`config.mk`:
```
export PLATFORM = sky130hd
export DESIGN_NAME = urx_top
export DESIGN_NICKNAME = d
export VERILOG_FILES = /design/src/verilog/urx_top.v /design/src/verilog/urx_ircodec.v
export VERILOG_INCLUDE_DIRS = /design/src /design/src/verilog
export SDC_FILE = /design/constraint.sdc
export NUM_CORES = 1
export LEC_CHECK = 0
export ABC_CLOCK_PERIOD_IN_PS = 7700
export CAP_MARGIN = 5
export CORE_ASPECT_RATIO = 1.25
export CORE_UTILIZATION = 54
export CTS_BUF_LIST = sky130_fd_sc_hd__clkbuf_4 sky130_fd_sc_hd__clkbuf_8
export CTS_CLUSTER_DIAMETER = 50
export CTS_CLUSTER_SIZE = 40
export DETAILED_ROUTE_END_ITERATION = 16
export DONT_BUFFER_PORTS = 1
export PLACE_DENSITY = 0.77
export SLEW_MARGIN = 20
export SYNTH_ARGS = -nofsm -noshare
export SYNTH_HDL_FRONTEND = slang
export SYNTH_SLANG_ARGS = --single-unit
```
`constraint.sdc`:
```
create_clock -name sys_clk -period 7.7 [get_ports sys_clk]
set_input_delay 0.77 -clock sys_clk [delete_from_list [all_inputs] [get_ports sys_clk]]
set_output_delay 0.77 -clock sys_clk [all_outputs]
set_load 0.02 [all_outputs]
```
`src/verilog/urx_map.vh`:
```
// Constants for the serial receive extension block: register map, field positions, reset values and timing.
// Assumes byte addressing on a 32-bit Avalon-MM bus, one register to an aligned word.
`ifndef URX_MAP_VH
`define URX_MAP_VH

// ****************************************
// Register word indices
// ****************************************
`define URX_REG_CTRL 3'h0
`define URX_REG_STATUS 3'h1
`define URX_REG_BAUD 3'h2
`define URX_REG_TXPL 3'h3
`define URX_REG_RXPL 3'h4

// ****************************************
// Control register fields
// ****************************************
`define URX_C_SFD 0
`define URX_C_MODE_LO 1
`define URX_C_MODE_HI 2
`define URX_C_MPF 3
`define URX_C_ONEWIRE 4
`define URX_C_COMM_MODE_FIELD_LO 5
`define URX_C_COMM_MODE_FIELD_HI 6
`define URX_C_EVSEL 7
`define URX_C_NINE 8
`define URX_C_RXSIE 9
`define URX_C_RXCIE 10
`define URX_C_TXM_LO 11
`define URX_C_TXM_HI 12
`define URX_CTRL_W 13

// ****************************************
// Status register fields
// ****************************************
`define URX_S_START 0
`define URX_S_RXC 1
`define URX_S_ISF 2
`define URX_S_WFB 3
`define URX_S_BRK 4

// ****************************************
// Encodings and reset values
// ****************************************
`define URX_MODE_NORMAL 2'h0
`define URX_MODE_GENERIC 2'h1
`define URX_MODE_LIN 2'h2
`define URX_COMM_MODE_FIELD_ASYNC 2'h0
`define URX_COMM_MODE_FIELD_IR 2'h2
`define URX_TXM_316 2'h0
`define URX_TXM_FIXED 2'h1
`define URX_TXM_OFF 2'h2
`define URX_SLEEP_ACTIVE 2'h0
`define URX_SLEEP_IDLE 2'h1
`define URX_SLEEP_STANDBY 2'h2
`define URX_SLEEP_PDOWN 2'h3
`define URX_BAUD_RST 16'h0400
`define URX_TXPL_RST 8'h00
`define URX_RXPL_RST 7'h00
`define URX_SYNC_CHAR 8'h55
`define URX_BAUD_MIN 16'h0064
`define URX_BAUD_MAX 16'h0fff
`define URX_BRK_BITS 14'h000b
`define URX_SYNC_FALLS 3'h4
`define URX_FRAC_STEP 16'h0008
`define URX_FRAC_W 6

`endif

```
`src/verilog/urx_top.v`:
```
// Serial receive extension: start-frame wake, break and auto-baud, one-wire, multiprocessor filter, infrared codec.
// Assumes a base receiver and transmitter on sys_clk (10 MHz) and an Avalon-MM master for the registers.
//
// The Avalon-MM interface to the registers and the register addresses were chosen for this implementation.
`timescale 1ns/1ps
`default_nettype none
`include "urx_map.vh"

module urx_top (
	// Clock and reset
	input wire sys_clk,
	input wire rstn,
	// Avalon-MM slave
	input wire [4:0] avs_address,
	input wire avs_read,
	input wire avs_write,
	input wire [31:0] avs_writedata,
	input wire [3:0] avs_byteenable,
	output wire [31:0] avs_readdata,
	output wire avs_waitrequest,
	// Pins and event input
	input wire serial_receive_pin,
	input wire event_rx_in,
	output wire serial_tx_pin,
	// Base transmitter and receiver
	input wire tx_bit,
	input wire tx_busy,
	input wire rx_busy,
	input wire rx_false_start,
	input wire rx_frame_done,
	input wire [8:0] rx_frame_data,
	input wire rx_stop1,
	output wire rx_line,
	output wire rx_frame_accept,
	output wire [15:0] baud_value,
	output wire double_speed_block,
	// Power manager
	input wire [1:0] sleep_state,
	input wire other_wake,
	output wire osc_request,
	output wire serial_clk_enable,
	output wire wake_request,
	output wire irq
);

	// ****************************************
	// Autobaud states
	// ****************************************
	localparam AB_IDLE = 2'h0;
	localparam AB_WAIT_START = 2'h1;
	localparam AB_MEASURE = 2'h2;
	localparam AB_CHECK = 2'h3;

	// ****************************************
	// Registers
	// ****************************************
	reg [`URX_CTRL_W-1:0] ctrl_r;
	reg [15:0] baud_r;
	reg [7:0] txpl_r;
	reg [6:0] rxpl_r;
	reg start_flag_r;
	reg rxc_flag_r;
	reg isf_flag_r;
	reg wfb_r;
	reg brk_flag_r;
	reg ack_r;
	reg [31:0] rdata_r;
	reg pin_s1_r;
	reg pin_s2_r;
	reg ev_s1_r;
	reg ev_s2_r;
	reg rx_prev_r;
	reg [15:0] low_cnt_r;
	reg wfb_low_r;
	reg [1:0] ab_state_r;
	reg [1:0] ab_state_nxt;
	reg [15:0] meas_r;
	reg [2:0] falls_r;
	reg [15:0] result_r;
	reg sfd_clk_r;
	reg accept_r;

	// ****************************************
	// Field views
	// ****************************************
	wire start_frame_detect_enable = ctrl_r[`URX_C_SFD];
	wire [1:0] receive_mode_select = ctrl_r[`URX_C_MODE_HI:`URX_C_MODE_LO];
	wire multiproc_filter_enable = ctrl_r[`URX_C_MPF];
	wire one_wire = ctrl_r[`URX_C_ONEWIRE];
	wire [1:0] comm_mode_field = ctrl_r[`URX_C_COMM_MODE_FIELD_HI:`URX_C_COMM_MODE_FIELD_LO];
	wire event_sel = ctrl_r[`URX_C_EVSEL];
	wire nine_bit = ctrl_r[`URX_C_NINE];
	wire rxs_ie = ctrl_r[`URX_C_RXSIE];
	wire rxc_ie = ctrl_r[`URX_C_RXCIE];
	wire [1:0] tx_mod = ctrl_r[`URX_C_TXM_HI:`URX_C_TXM_LO];
	wire infrared_codec = (comm_mode_field == `URX_COMM_MODE_FIELD_IR);
	wire lin_autobaud_mode = (receive_mode_select == `URX_MODE_LIN);
	wire generic_autobaud_mode = (receive_mode_select == `URX_MODE_GENERIC);
	wire [9:0] bit_clks = baud_r[15:`URX_FRAC_W];

	// ****************************************
	// Bus decode
	// ****************************************
	wire req = avs_read | avs_write;
	wire [2:0] reg_idx = avs_address[4:2];
	wire wr_go = avs_write & ack_r;
	wire wr_ctrl = wr_go & (reg_idx == `URX_REG_CTRL);
	wire wr_stat = wr_go & (reg_idx == `URX_REG_STATUS);
	wire wr_baud = wr_go & (reg_idx == `URX_REG_BAUD);
	wire [31:0] wmask = {{8{avs_byteenable[3]}}, {8{avs_byteenable[2]}}, {8{avs_byteenable[1]}}, {8{avs_byteenable[0]}}};
	wire [31:0] clr = avs_writedata & wmask;

	// One wait state per access; request held until waitrequest drops
	assign avs_waitrequest = req & ~ack_r;
	assign avs_readdata = rdata_r;

	// Read data captured in the wait cycle; unmapped words read zero
	always @(posedge sys_clk or negedge rstn) begin
		if (!rstn) begin
			ack_r <= 1'b0;
			rdata_r <= 32'h0000_0000;
		end else begin
			ack_r <= req & ~ack_r;
			if (avs_read & ~ack_r) begin
				case (reg_idx)
					`URX_REG_CTRL: rdata_r <= {19'h0_0000, ctrl_r};
					`URX_REG_STATUS: rdata_r <= {27'h000_0000, brk_flag_r, wfb_r, isf_flag_r, rxc_flag_r, start_flag_r};
					`URX_REG_BAUD: rdata_r <= {16'h0000, baud_r};
					`URX_REG_TXPL: rdata_r <= {24'h00_0000, txpl_r};
					`URX_REG_RXPL: rdata_r <= {25'h000_0000, rxpl_r};
					default: rdata_r <= 32'h0000_0000;
				endcase
			end
		end
	end

	// Software settings
	always @(posedge sys_clk or negedge rstn) begin
		if (!rstn) begin
			ctrl_r <= {`URX_CTRL_W{1'b0}};
			txpl_r <= `URX_TXPL_RST;
			rxpl_r <= `URX_RXPL_RST;
		end else if (wr_go) begin
			if (reg_idx == `URX_REG_CTRL)
				ctrl_r <= (avs_writedata[`URX_CTRL_W-1:0] & wmask[`URX_CTRL_W-1:0]) |
					(ctrl_r & ~wmask[`URX_CTRL_W-1:0]);
			if (reg_idx == `URX_REG_TXPL && avs_byteenable[0])
				txpl_r <= avs_writedata[7:0];
			if (reg_idx == `URX_REG_RXPL && avs_byteenable[0])
				rxpl_r <= avs_writedata[6:0];
		end
	end

	// ****************************************
	// Receive input path
	// ****************************************
	// Two-stage synchronisers for pin and event inputs
	always @(posedge sys_clk or negedge rstn) begin
		if (!rstn) begin
			pin_s1_r <= 1'b1;
			pin_s2_r <= 1'b1;
			ev_s1_r <= 1'b1;
			ev_s2_r <= 1'b1;
		end else begin
			pin_s1_r <= serial_receive_pin;
			pin_s2_r <= pin_s1_r;
			ev_s1_r <= event_rx_in;
			ev_s2_r <= ev_s1_r;
		end
	end

	wire tx_pin_level;
	wire ir_rx_bit;
	wire rx_src = event_sel ? ev_s2_r : pin_s2_r;
	wire rx_dec = infrared_codec ? ir_rx_bit : rx_src;
	wire tx_line = infrared_codec ? tx_pin_level : tx_bit;

	// Infrared codec between the port and the pins
	urx_ircodec u_ir (
		.sys_clk(sys_clk),
		.rstn(rstn),
		.bit_clks(bit_clks),
		.tx_mod(tx_mod),
		.tx_width(txpl_r),
		.rx_min_width(rxpl_r),
		.tx_bit(tx_bit),
		.tx_pin_level(tx_pin_level),
		.rx_pin_sync(rx_src),
		.rx_bit(ir_rx_bit)
	);

	assign rx_line = one_wire ? tx_bit : rx_dec;
	assign serial_tx_pin = tx_line;
	assign double_speed_block = infrared_codec;

	wire rx_fall = rx_prev_r & ~rx_line;
	wire rx_rise = ~rx_prev_r & rx_line;

	// ****************************************
	// Break detection
	// ****************************************
	wire [13:0] brk_limit = {4'h0, bit_clks} * `URX_BRK_BITS;
	wire autobaud_on = lin_autobaud_mode | generic_autobaud_mode;
	wire brk_len = ({2'b00, brk_limit} < low_cnt_r) & rx_rise;
	wire brk_wfb = wfb_r & wfb_low_r & rx_rise;
	wire brk_hit = autobaud_on & (brk_len | brk_wfb);

	// Low-time counter and wait-for-break edge tracking
	always @(posedge sys_clk or negedge rstn) begin
		if (!rstn) begin
			rx_prev_r <= 1'b1;
			low_cnt_r <= 16'h0000;
			wfb_low_r <= 1'b0;
		end else begin
			rx_prev_r <= rx_line;
			if (rx_line)
				low_cnt_r <= 16'h0000;
			else if (low_cnt_r != 16'hffff)
				low_cnt_r <= low_cnt_r + 16'h0001;
			if (!wfb_r || rx_rise)
				wfb_low_r <= 1'b0;
			else if (rx_fall)
				wfb_low_r <= 1'b1;
		end
	end

	// ****************************************
	// Sync field measurement
	// ****************************************
	wire meas_done = (ab_state_r == AB_MEASURE) & rx_fall & (falls_r + 3'h1 == `URX_SYNC_FALLS);
	wire meas_ovf = (ab_state_r == AB_MEASURE) & (meas_r > 16'hfff7);
	wire gen_ok = (result_r >= `URX_BAUD_MIN) & (result_r <= `URX_BAUD_MAX);
	wire lin_ok = rx_frame_done & (rx_frame_data[7:0] == `URX_SYNC_CHAR);
	wire ab_check = (ab_state_r == AB_CHECK) & rx_frame_done;
	wire baud_load = ab_check & (lin_autobaud_mode ? lin_ok : gen_ok);
	wire meas_cut = (ab_state_r == AB_MEASURE) & rx_frame_done & ~meas_done; // Character ended before fourth fall
	wire sync_bad = lin_autobaud_mode & ((ab_check & ~lin_ok) | meas_ovf | meas_cut);

	// Next state of the autobaud sequencer
	always @* begin
		ab_state_nxt = ab_state_r;
		case (ab_state_r)
			AB_IDLE: if (brk_hit) ab_state_nxt = AB_WAIT_START;
			AB_WAIT_START: if (rx_fall) ab_state_nxt = AB_MEASURE;
			AB_MEASURE: begin
				if (meas_done)
					ab_state_nxt = AB_CHECK;
				else if (meas_ovf | meas_cut)
					ab_state_nxt = AB_IDLE;
			end
			AB_CHECK: if (rx_frame_done) ab_state_nxt = AB_IDLE;
			default: ab_state_nxt = AB_IDLE;
		endcase
		if (!autobaud_on)
			ab_state_nxt = AB_IDLE;
	end

	// Counter steps eight per clock so eight bits give 64 times the bit clocks
	always @(posedge sys_clk or negedge rstn) begin
		if (!rstn) begin
			ab_state_r <= AB_IDLE;
			meas_r <= 16'h0000;
			falls_r <= 3'h0;
			result_r <= 16'h0000;
		end else begin
			ab_state_r <= ab_state_nxt;
			if (ab_state_r != AB_MEASURE) begin
				meas_r <= `URX_FRAC_STEP;
				falls_r <= 3'h0;
			end else begin
				meas_r <= meas_r + `URX_FRAC_STEP;
				if (rx_fall)
					falls_r <= falls_r + 3'h1;
			end
			if (meas_done)
				result_r <= meas_r;
		end
	end

	// Baud register: software write, or measured value once sync is valid
	always @(posedge sys_clk or negedge rstn) begin
		if (!rstn)
			baud_r <= `URX_BAUD_RST;
		else if (baud_load)
			baud_r <= result_r;
		else if (wr_baud) begin
			if (avs_byteenable[0])
				baud_r[7:0] <= avs_writedata[7:0];
			if (avs_byteenable[1])
				baud_r[15:8] <= avs_writedata[15:8];
		end
	end
	assign baud_value = baud_r;

	// ****************************************
	// Multiprocessor filter
	// ****************************************
	wire frame_type = nine_bit ? rx_frame_data[8] : rx_stop1;
	wire frame_keep = rx_frame_done & (~multiproc_filter_enable | frame_type);

	// Accepted frames go on to the receive buffer
	always @(posedge sys_clk or negedge rstn) begin
		if (!rstn)
			accept_r <= 1'b0;
		else
			accept_r <= frame_keep;
	end
	assign rx_frame_accept = accept_r;

	// ****************************************
	// Start frame detection and power
	// ****************************************
	wire sfd_active = start_frame_detect_enable & (sleep_state == `URX_SLEEP_STANDBY) &
		(comm_mode_field == `URX_COMM_MODE_FIELD_ASYNC);
	wire sfd_edge = sfd_active & rx_fall;
	wire flag_wake = (rxs_ie & start_flag_r) | (rxc_ie & rxc_flag_r);

	// Serial clock held from start edge until frame ends, or start proves false with no other wake pending
	always @(posedge sys_clk or negedge rstn) begin
		if (!rstn)
			sfd_clk_r <= 1'b0;
		else if (!sfd_active)
			sfd_clk_r <= 1'b0;
		else if (sfd_edge)
			sfd_clk_r <= 1'b1;
		else if (rx_false_start & ~other_wake)
			sfd_clk_r <= 1'b0;
		else if (rx_frame_done)
			sfd_clk_r <= 1'b0;
	end

	assign osc_request = (sleep_state != `URX_SLEEP_STANDBY) | sfd_clk_r | sfd_edge | tx_busy | rx_busy;
	assign serial_clk_enable = ~start_frame_detect_enable | (sleep_state != `URX_SLEEP_STANDBY) |
		sfd_clk_r | sfd_edge | tx_busy | rx_busy;
	assign wake_request = sfd_active & flag_wake;
	assign irq = flag_wake;

	// ****************************************
	// Status flags, set wins over clear; wait-for-break hardware clear wins over write
	// ****************************************
	always @(posedge sys_clk or negedge rstn) begin
		if (!rstn) begin
			start_flag_r <= 1'b0;
			rxc_flag_r <= 1'b0;
			isf_flag_r <= 1'b0;
			wfb_r <= 1'b0;
			brk_flag_r <= 1'b0;
		end else begin
			if (sfd_edge)
				start_flag_r <= 1'b1;
			else if (wr_stat & clr[`URX_S_START])
				start_flag_r <= 1'b0;
			if (frame_keep)
				rxc_flag_r <= 1'b1;
			else if (wr_stat & clr[`URX_S_RXC])
				rxc_flag_r <= 1'b0;
			if (sync_bad)
				isf_flag_r <= 1'b1;
			else if (wr_stat & clr[`URX_S_ISF])
				isf_flag_r <= 1'b0;
			if (brk_hit)
				brk_flag_r <= 1'b1;
			else if (wr_stat & clr[`URX_S_BRK])
				brk_flag_r <= 1'b0;
			if (brk_wfb & autobaud_on)
				wfb_r <= 1'b0;
			else if (wr_stat & avs_byteenable[0])
				wfb_r <= avs_writedata[`URX_S_WFB];
		end
	end

endmodule
`default_nettype wire

```
`src/verilog/urx_ircodec.v`:
```
// Infrared pulse encoder and decoder for the serial port.
// Assumes tx_bit and rx_pin_sync are already in the sys_clk domain.
`timescale 1ns/1ps
`default_nettype none
`include "urx_map.vh"

module urx_ircodec (
	// Clock and reset
	input wire sys_clk,
	input wire rstn,
	// Settings
	input wire [9:0] bit_clks,
	input wire [1:0] tx_mod,
	input wire [7:0] tx_width,
	input wire [6:0] rx_min_width,
	// Transmit side
	input wire tx_bit,
	output wire tx_pin_level,
	// Receive side
	input wire rx_pin_sync,
	output wire rx_bit
);

	// ****************************************
	// Encoder
	// ****************************************
	reg [9:0] tx_cnt_r;
	reg [9:0] tx_w_r;
	reg tx_pulse_r;
	wire [11:0] w316 = ({2'b00, bit_clks} * 12'h003) >> 4;
	wire [9:0] w_nxt = (tx_mod == `URX_TXM_FIXED) ? {2'b00, tx_width} : w316[9:0];
	wire tx_bit_start = (tx_cnt_r == 10'h000);

	// Bit timer runs over zero bits; width is latched at each bit start
	always @(posedge sys_clk or negedge rstn) begin
		if (!rstn) begin
			tx_cnt_r <= 10'h000;
			tx_w_r <= 10'h000;
			tx_pulse_r <= 1'b0;
		end else begin
			if (tx_bit || tx_cnt_r + 10'h001 >= bit_clks)
				tx_cnt_r <= 10'h000;
			else
				tx_cnt_r <= tx_cnt_r + 10'h001;
			if (tx_bit_start)
				tx_w_r <= w_nxt;
			tx_pulse_r <= ~tx_bit && (tx_bit_start ? (w_nxt != 10'h000) : (tx_cnt_r < tx_w_r));
		end
	end

	// Pin shows the inverse of the pulse; no modulation passes data straight
	assign tx_pin_level = (tx_mod == `URX_TXM_OFF) ? tx_bit : ~tx_pulse_r;

	// ****************************************
	// Decoder
	// ****************************************
	reg [6:0] hi_cnt_r;
	reg [6:0] min_r;
	reg [9:0] hold_r;
	reg rx_bit_r;
	wire pulse = ~rx_pin_sync;

	// Pulse of enough width gives a zero held for one bit time
	always @(posedge sys_clk or negedge rstn) begin
		if (!rstn) begin
			hi_cnt_r <= 7'h00;
			min_r <= `URX_RXPL_RST;
			hold_r <= 10'h000;
			rx_bit_r <= 1'b1;
		end else begin
			if (!pulse) begin
				hi_cnt_r <= 7'h00;
				if (hold_r == 10'h000)
					min_r <= rx_min_width;
			end else if (hi_cnt_r != 7'h7f)
				hi_cnt_r <= hi_cnt_r + 7'h01;
			if (pulse && hi_cnt_r + 7'h01 >= min_r && hold_r == 10'h000) begin
				hold_r <= bit_clks;
				rx_bit_r <= 1'b0;
			end else if (hold_r != 10'h000)
				hold_r <= hold_r - 10'h001;
			else
				rx_bit_r <= 1'b1;
		end
	end

	assign rx_bit = rx_bit_r;

endmodule
`default_nettype wire

```
## Yosys cells after proc, flatten, opt, wreduce, memory -nomap -nowiden

Cells that the tools add are included.

| storage, ports and cells | value |
|---|---|
| word-level logic and storage cells | 225 |
| output and inout bits | 57 |
| register bits | 189 |
| input bits | 65 |

| operators by class | value |
|---|---|
| $add $sub $neg | 6 |
| bitwise gates (word level) | 69 |
| multiply operators | 2 |
| reduce and logical (&&, ||, !) cells | 35 |
| $lt $le $gt $ge | 7 |
| muxes and demuxes | 49 |
| eq/ne operators | 25 |

Operators with widths:

| operator | number |
|---|---|
| two-way mux 16 bit | 5 |
| one-hot mux 16 bit (5 select lines) | 1 |
| AND 1 bit | 36 |
| two-way mux 10 bit | 3 |
| AND 13 bit | 2 |
| two-way mux 1 bit | 26 |
| nonzero test 2 bit | 13 |
| two-way mux 8 bit | 3 |
| zero test 10 bit | 2 |
| nonzero test 10 bit | 2 |
| OR 1 bit | 17 |
| adder 16 x 1 -> 16 bit, second input constant | 1 |
| adder 16 x 4 -> 16 bit, second input constant | 1 |
| greater-or-equal comparator 16 x 7 -> 1 bit, second input constant | 1 |
| greater-than comparator 16 bit, second input constant | 1 |
| less-or-equal comparator 16 x 12 -> 1 bit, second input constant | 1 |
| less-than comparator 14 x 16 -> 1 bit | 1 |
| != test 16 bit, second input constant | 1 |
| multiplier 10 x 4 -> 14 bit, second input constant | 1 |
| two-way mux 7 bit | 2 |
| NOT 13 bit | 1 |
| OR 13 bit | 1 |
| equality test 2 bit, second input constant | 6 |
| multiplier 10 x 2 -> 12 bit, second input constant | 1 |
| 30 further kinds | 64 |

## Longest topological paths before layout

| logic depth | value |
|---|---|
| depth after elaboration | 14 |
| depth in mapped cells | 19 |
| gate-level depth less buffers | 19 |

## Hierarchy

A second synthesis with hierarchy kept.

| second synthesis, totals | value |
|---|---|
| cells, all modules | 1,008 |
| area total of the unflattened synthesis | 10,087.2 um2 |

Modules (own cells, without submodules):

| module | cells each | seq. area each (um2) | area an instance (um2) | times used |
|---|---|---|---|---|
| urx_top | 679 | 3,035.4 | 7,013.0 | 1 |
| urx_ircodec | 329 | 1,102.3 | 3,074.2 | 1 |

## Worst setup path before layout

OpenSTA, ideal clock, no wires.

| timing path | value |
|---|---|
| path type | reg-to-reg |
| start point | reg baud_r[9] (netlist: baud_value[9]) |
| end point | reg ab_state_r[0] |
| path buffers | 0 |
| slack | 3.589 ns |
| data required time | 7.605 ns |
| library setup time | 0.095 ns |
| stages on the path, launching flop included | 18 |
| period minus slack after synthesis | 4.111 ns |
| arrival time | 4.015 ns |
| cells stage by stage | dfrtp_1 ha_1 fa_1 ha_1 a21oi_1 o21ai_1 o311a_1 o311ai_1 nor2b_1 xnor2_1 ha_1 nand2_1 nor2_1 a2111oi_0 o21ai_0 a21oi_1 o21ai_0 o31ai_1 |

| between the ends | value |
|---|---|
| longest elaborated chain between the ends | 7 |

Ends and longest elaborated chain:

| element | RTL line | RTL |
|---|---|---|
| start: declaration | urx_top.v:58 | `reg [15:0] baud_r;` |
| start signal: assignment | urx_top.v:283 | `` baud_r <= `URX_BAUD_RST; `` |
| start signal: assignment | urx_top.v:285 | `baud_r <= result_r;` |
| start signal: assignment | urx_top.v:290 | `baud_r[15:8] <= avs_writedata[15:8];` |
| multiplier 10 x 4 -> 14 bit (no source line) | - |  |
| less-than comparator 14 x 16 -> 1 bit | urx_top.v:204 | `wire brk_len = ({2'b00, brk_limit} < low_cnt_r) & rx_rise;` |
| AND 1 bit | urx_top.v:204 |  |
| OR 1 bit | urx_top.v:206 | `wire brk_hit = autobaud_on & (brk_len \| brk_wfb);` |
| AND 1 bit | urx_top.v:206 |  |
| != test 3 bit (no source line) | - |  |
| AND reduction 4 bit (no source line) | - |  |
| end signal: assignment | urx_top.v:266 | `ab_state_r <= ab_state_nxt;` |
| end: declaration | urx_top.v:75 | `reg [1:0] ab_state_r;` |

Every way passes these cells.
A chain may end at the register's enable or synchronous reset.

## Worst setup path after layout

Ends and elaborated chain as after synthesis.

==> results by group <==
Clocking
  – TritonCTS clock tree: done
  – Cts bufs inserted: 17
  – Clock Path Buffers: 2
  – Later-pin clock latency in the skew report: 0.47 ns
  – Sink Count: 165
  – Post-CTS Resized: 0
  – Clk slew on worst S/H paths: 0.10 ns
  – Htree depth: 4
  – Post-CTS Setup Bufs: 0
  – Root Driver: clkbuf_8

Floorplanning
  – Chip height: 154.0 um
  – Die width: 123.6 um
  – Io pins: 122
  – Row count: 55
  – Die ar.: 19020 sq um
  – Starting Density: 0.5512
  – Core area: 18100 sq um

Setup path
  – Worst path max stage delay: 0.73 ns
  – R2R depth: 17
  – Worst path cell trace: ha_1, fa_1, ha_1, a21oi_1, o21ai_1, o311a_1, o311ai_1, nor2b_1, xnor2_1, ha_1, nand2_1, nor2_1, a2111oi_0, o21ai_0, a21oi_1, o21ai_0, o31ai_1
  – R2r startpoint: baud_value[9]
  – Critical path required time: 8.08 ns
  – Crit Path Max Fanout: 10
  – Worst setup SP type: flip-flop
  – Slowest CP cell: dfrtp_1
  – Reg2Reg Capture Point: ab_state_r[0]
  – Worst path most repeated cell: ha_1
  – Number of cells on the critical path: 17
  – Arrival @ worst endpoint: 5.27 ns
  – FF-to-FF setup slack: 2.80 ns
  – CP delay by family, top: compound AO/OA/AOI/OAI gates
  – Worst path buffer plus inverter count: 0
  – CP endpoint kind: flip-flop
  – Critical path class: flip-flop to flip-flop

Logic synthesis
  – Register bit total from synthesis: 165
  – Seq/Total Area, Yosys: 0.4148
  – Asr flop ratio synth: 1.000
  – Avg Cell Area, Syn: 9.657 sq um
  – Cell count after synthesis: 1033
  – Synth cell types: 69
  – Most used DFF post-synth: dfrtp_1
  – Synthesized cell area: 9976 sq um
  – Yosys warnings: 0
  – EDFF count, synth: 0

Timing
  – Final setup TNS: 0 ns
  – Setup ws final: 2.802 ns
  – Clock skew: 0.01629 ns
  – Slew @ Worst Pin: 1.022 ns
  – RSZ-0062 raised after global routing: no
  – Final cycle utilization of the critical path: 0.6360
  – Final slew viol count: 0
  – Fin. Hold Viols: 0
  – Achievable Freq: 204.2 MHz
  – Final min period: 4.898 ns
  – # setup viols final: 0
  – Slew margin rel.: 0.3133

GRT
  – Vias in the first global route: 7348
  – Pin count of the biggest net entering global routing: 159
  – Initial antenna violation count: 0
  – First-pass GRT wire length: 36690 um
  – Gr usage total: 0.2526
  – Global route overflow: 0

Power and ir drop
  – Design Power: 3.326 mW
  – Leak: 4.785 nW
  – Maximum VDD drop: 135.4 uV
  – PD cells: 315.5 nW/um^2

Final layout
  – Layout Nets: 1181
  – Commonest cells after routing, fill and taps aside: 158 x dfrtp_1, 85 x nand2_1, 85 x nor2_1
  – Commonest non-fill, non-tap cell in the layout: dfrtp_1
  – Fillers: 1538
  – Area grow syn2layout: 5.682%
  – N_diodes: 0
  – Share of layout cells above drive strength 1: 0.09501
  – Fin cells: 1270

Detailed routing
  – Final wirelength: 22570 um
  – Antenna-violating nets left: 0
  – # DRC: 0
  – Vias per cell: 5.809
  – Router iterations before antenna repair: 5
  – Vias: 7377
  – DR iter-0 viols: 494
  – Wire per inst: 17.77 um

Job
  – Max-Cap Viols: 0

Placed design
  – Final GP Congestion: 0.8692
  – DP Worst Slack: 2.879 ns
  – Dpl hpwl: 16800 um
  – IO Port Bufs: 0
  – Placed insts: 1237

Outcome
  – Status: finished, final reports clean

Min path
  – HP Class: primary input to async pin
## Yosys cell counts, types with 7 or more instances
master    number  share of area
a21o_1        13         0.0098
dfstp_2        7          0.018
mux2i_1       37          0.037
nand3_1       36          0.018
xnor2_1       42          0.037
a31oi_1        8         0.0050
fa_1           8          0.016
nand2_1       85          0.032
xor2_1        12          0.011
a211oi_1      15          0.011
buf_4         16          0.012
nor3_1        26          0.013
o211ai_1       7         0.0053
ha_1          79          0.099
mux2_2        46          0.052
nand2b_1      16          0.010
inv_1         84          0.032
a21oi_1       55          0.028
dfrtp_1      158           0.40
o21ai_0       70          0.035
clkbuf_1      17         0.0064
nor2_1        85          0.032
nor2b_1       14         0.0088
## registers in the layout, summed over array words and instances, names as in the netlist, 2 cells and up
signal         flops
meas_r            13
u_ir.hi_cnt_r      7
baud_value        16
falls_r            3
txpl_r             8
rxpl_r             7
result_r          13
ab_state_r         2
u_ir.tx_cnt_r     10
u_ir.min_r         7
avs_readdata      16
u_ir.tx_w_r        8
low_cnt_r         16
ctrl_r            13
u_ir.hold_r       10
## worst max-delay path by stage
stage,start,end,slack [ns]
finish,baud_value[9],ab_state_r[0],2.80
global route,baud_value[9],ab_state_r[0],2.55
CTS,baud_value[9],ab_state_r[0],2.84
detailed placement,baud_value[9],ab_state_r[0],2.88
global placement,baud_value[9],ab_state_r[0],2.90
floorplan,baud_value[9],ab_state_r[0],3.59
## where the power goes
group / internal, mW / switching (mW)
Combinational: 0.607 / 0.772
Sequential: 1.03 / 0.251
Clock: 0.312 / 0.350
## kinds of logic (layout without fill, tap and decap cells)
logic type,after synthesis,count (layout),share of synthesized area
AOI/OAI and AO/OA,204,204,0.1238
xor gates and xnor gates,54,54,0.04741
adders and majority gates,88,88,0.1161
buffers and inverters,127,121,0.05644
DFF,165,165,0.4148
muxes,86,86,0.09281
other,1,16,0.0003759
and+or+nand+nor,308,308,0.1483
## through the flow
stage | util | cell area, sq um | hold WS (ns)
CTS | 0.5825 | 10540 | 0.1090
global placement | 0.5578 | 10100 | 0.3464
detailed placement | 0.5578 | 10100 | 0.3484
global route | 0.5825 | 10540 | 0.08938
finish | 0.5825 | 10540 | 0.1262
floorplan | - | 10030 | 0.3452
## layer usage
metal  share of wire  GRT usage  vias up
li1                -          -     3562
met1            0.41     0.3034     3569
met2            0.49     0.4201      188
met3           0.053    0.06009       58
met4           0.044     0.1222        0
met5               0          0        -
## area by class of cell
cell class	count	area [sq um]	area share
Multi-Input combinational cell	756	5331	0.5057
Sequential cell	165	4138	0.3925
Inverter	85	319.1	0.03026
Tap cell	228	285.3	0.02706
Clock buffer	19	255.2	0.02421
Clock inverter	13	163.9	0.01555
Timing Repair Buffer	4	50.05	0.004747
## timing repair
item | 4_1_cts | 5_1_grt
endpoints found under the setup margin | 0 | 0
hold buffers | 1 | 0
hold endpoints to repair | 158 | 0
No activity file was read; power rests on OpenSTA's default activity.
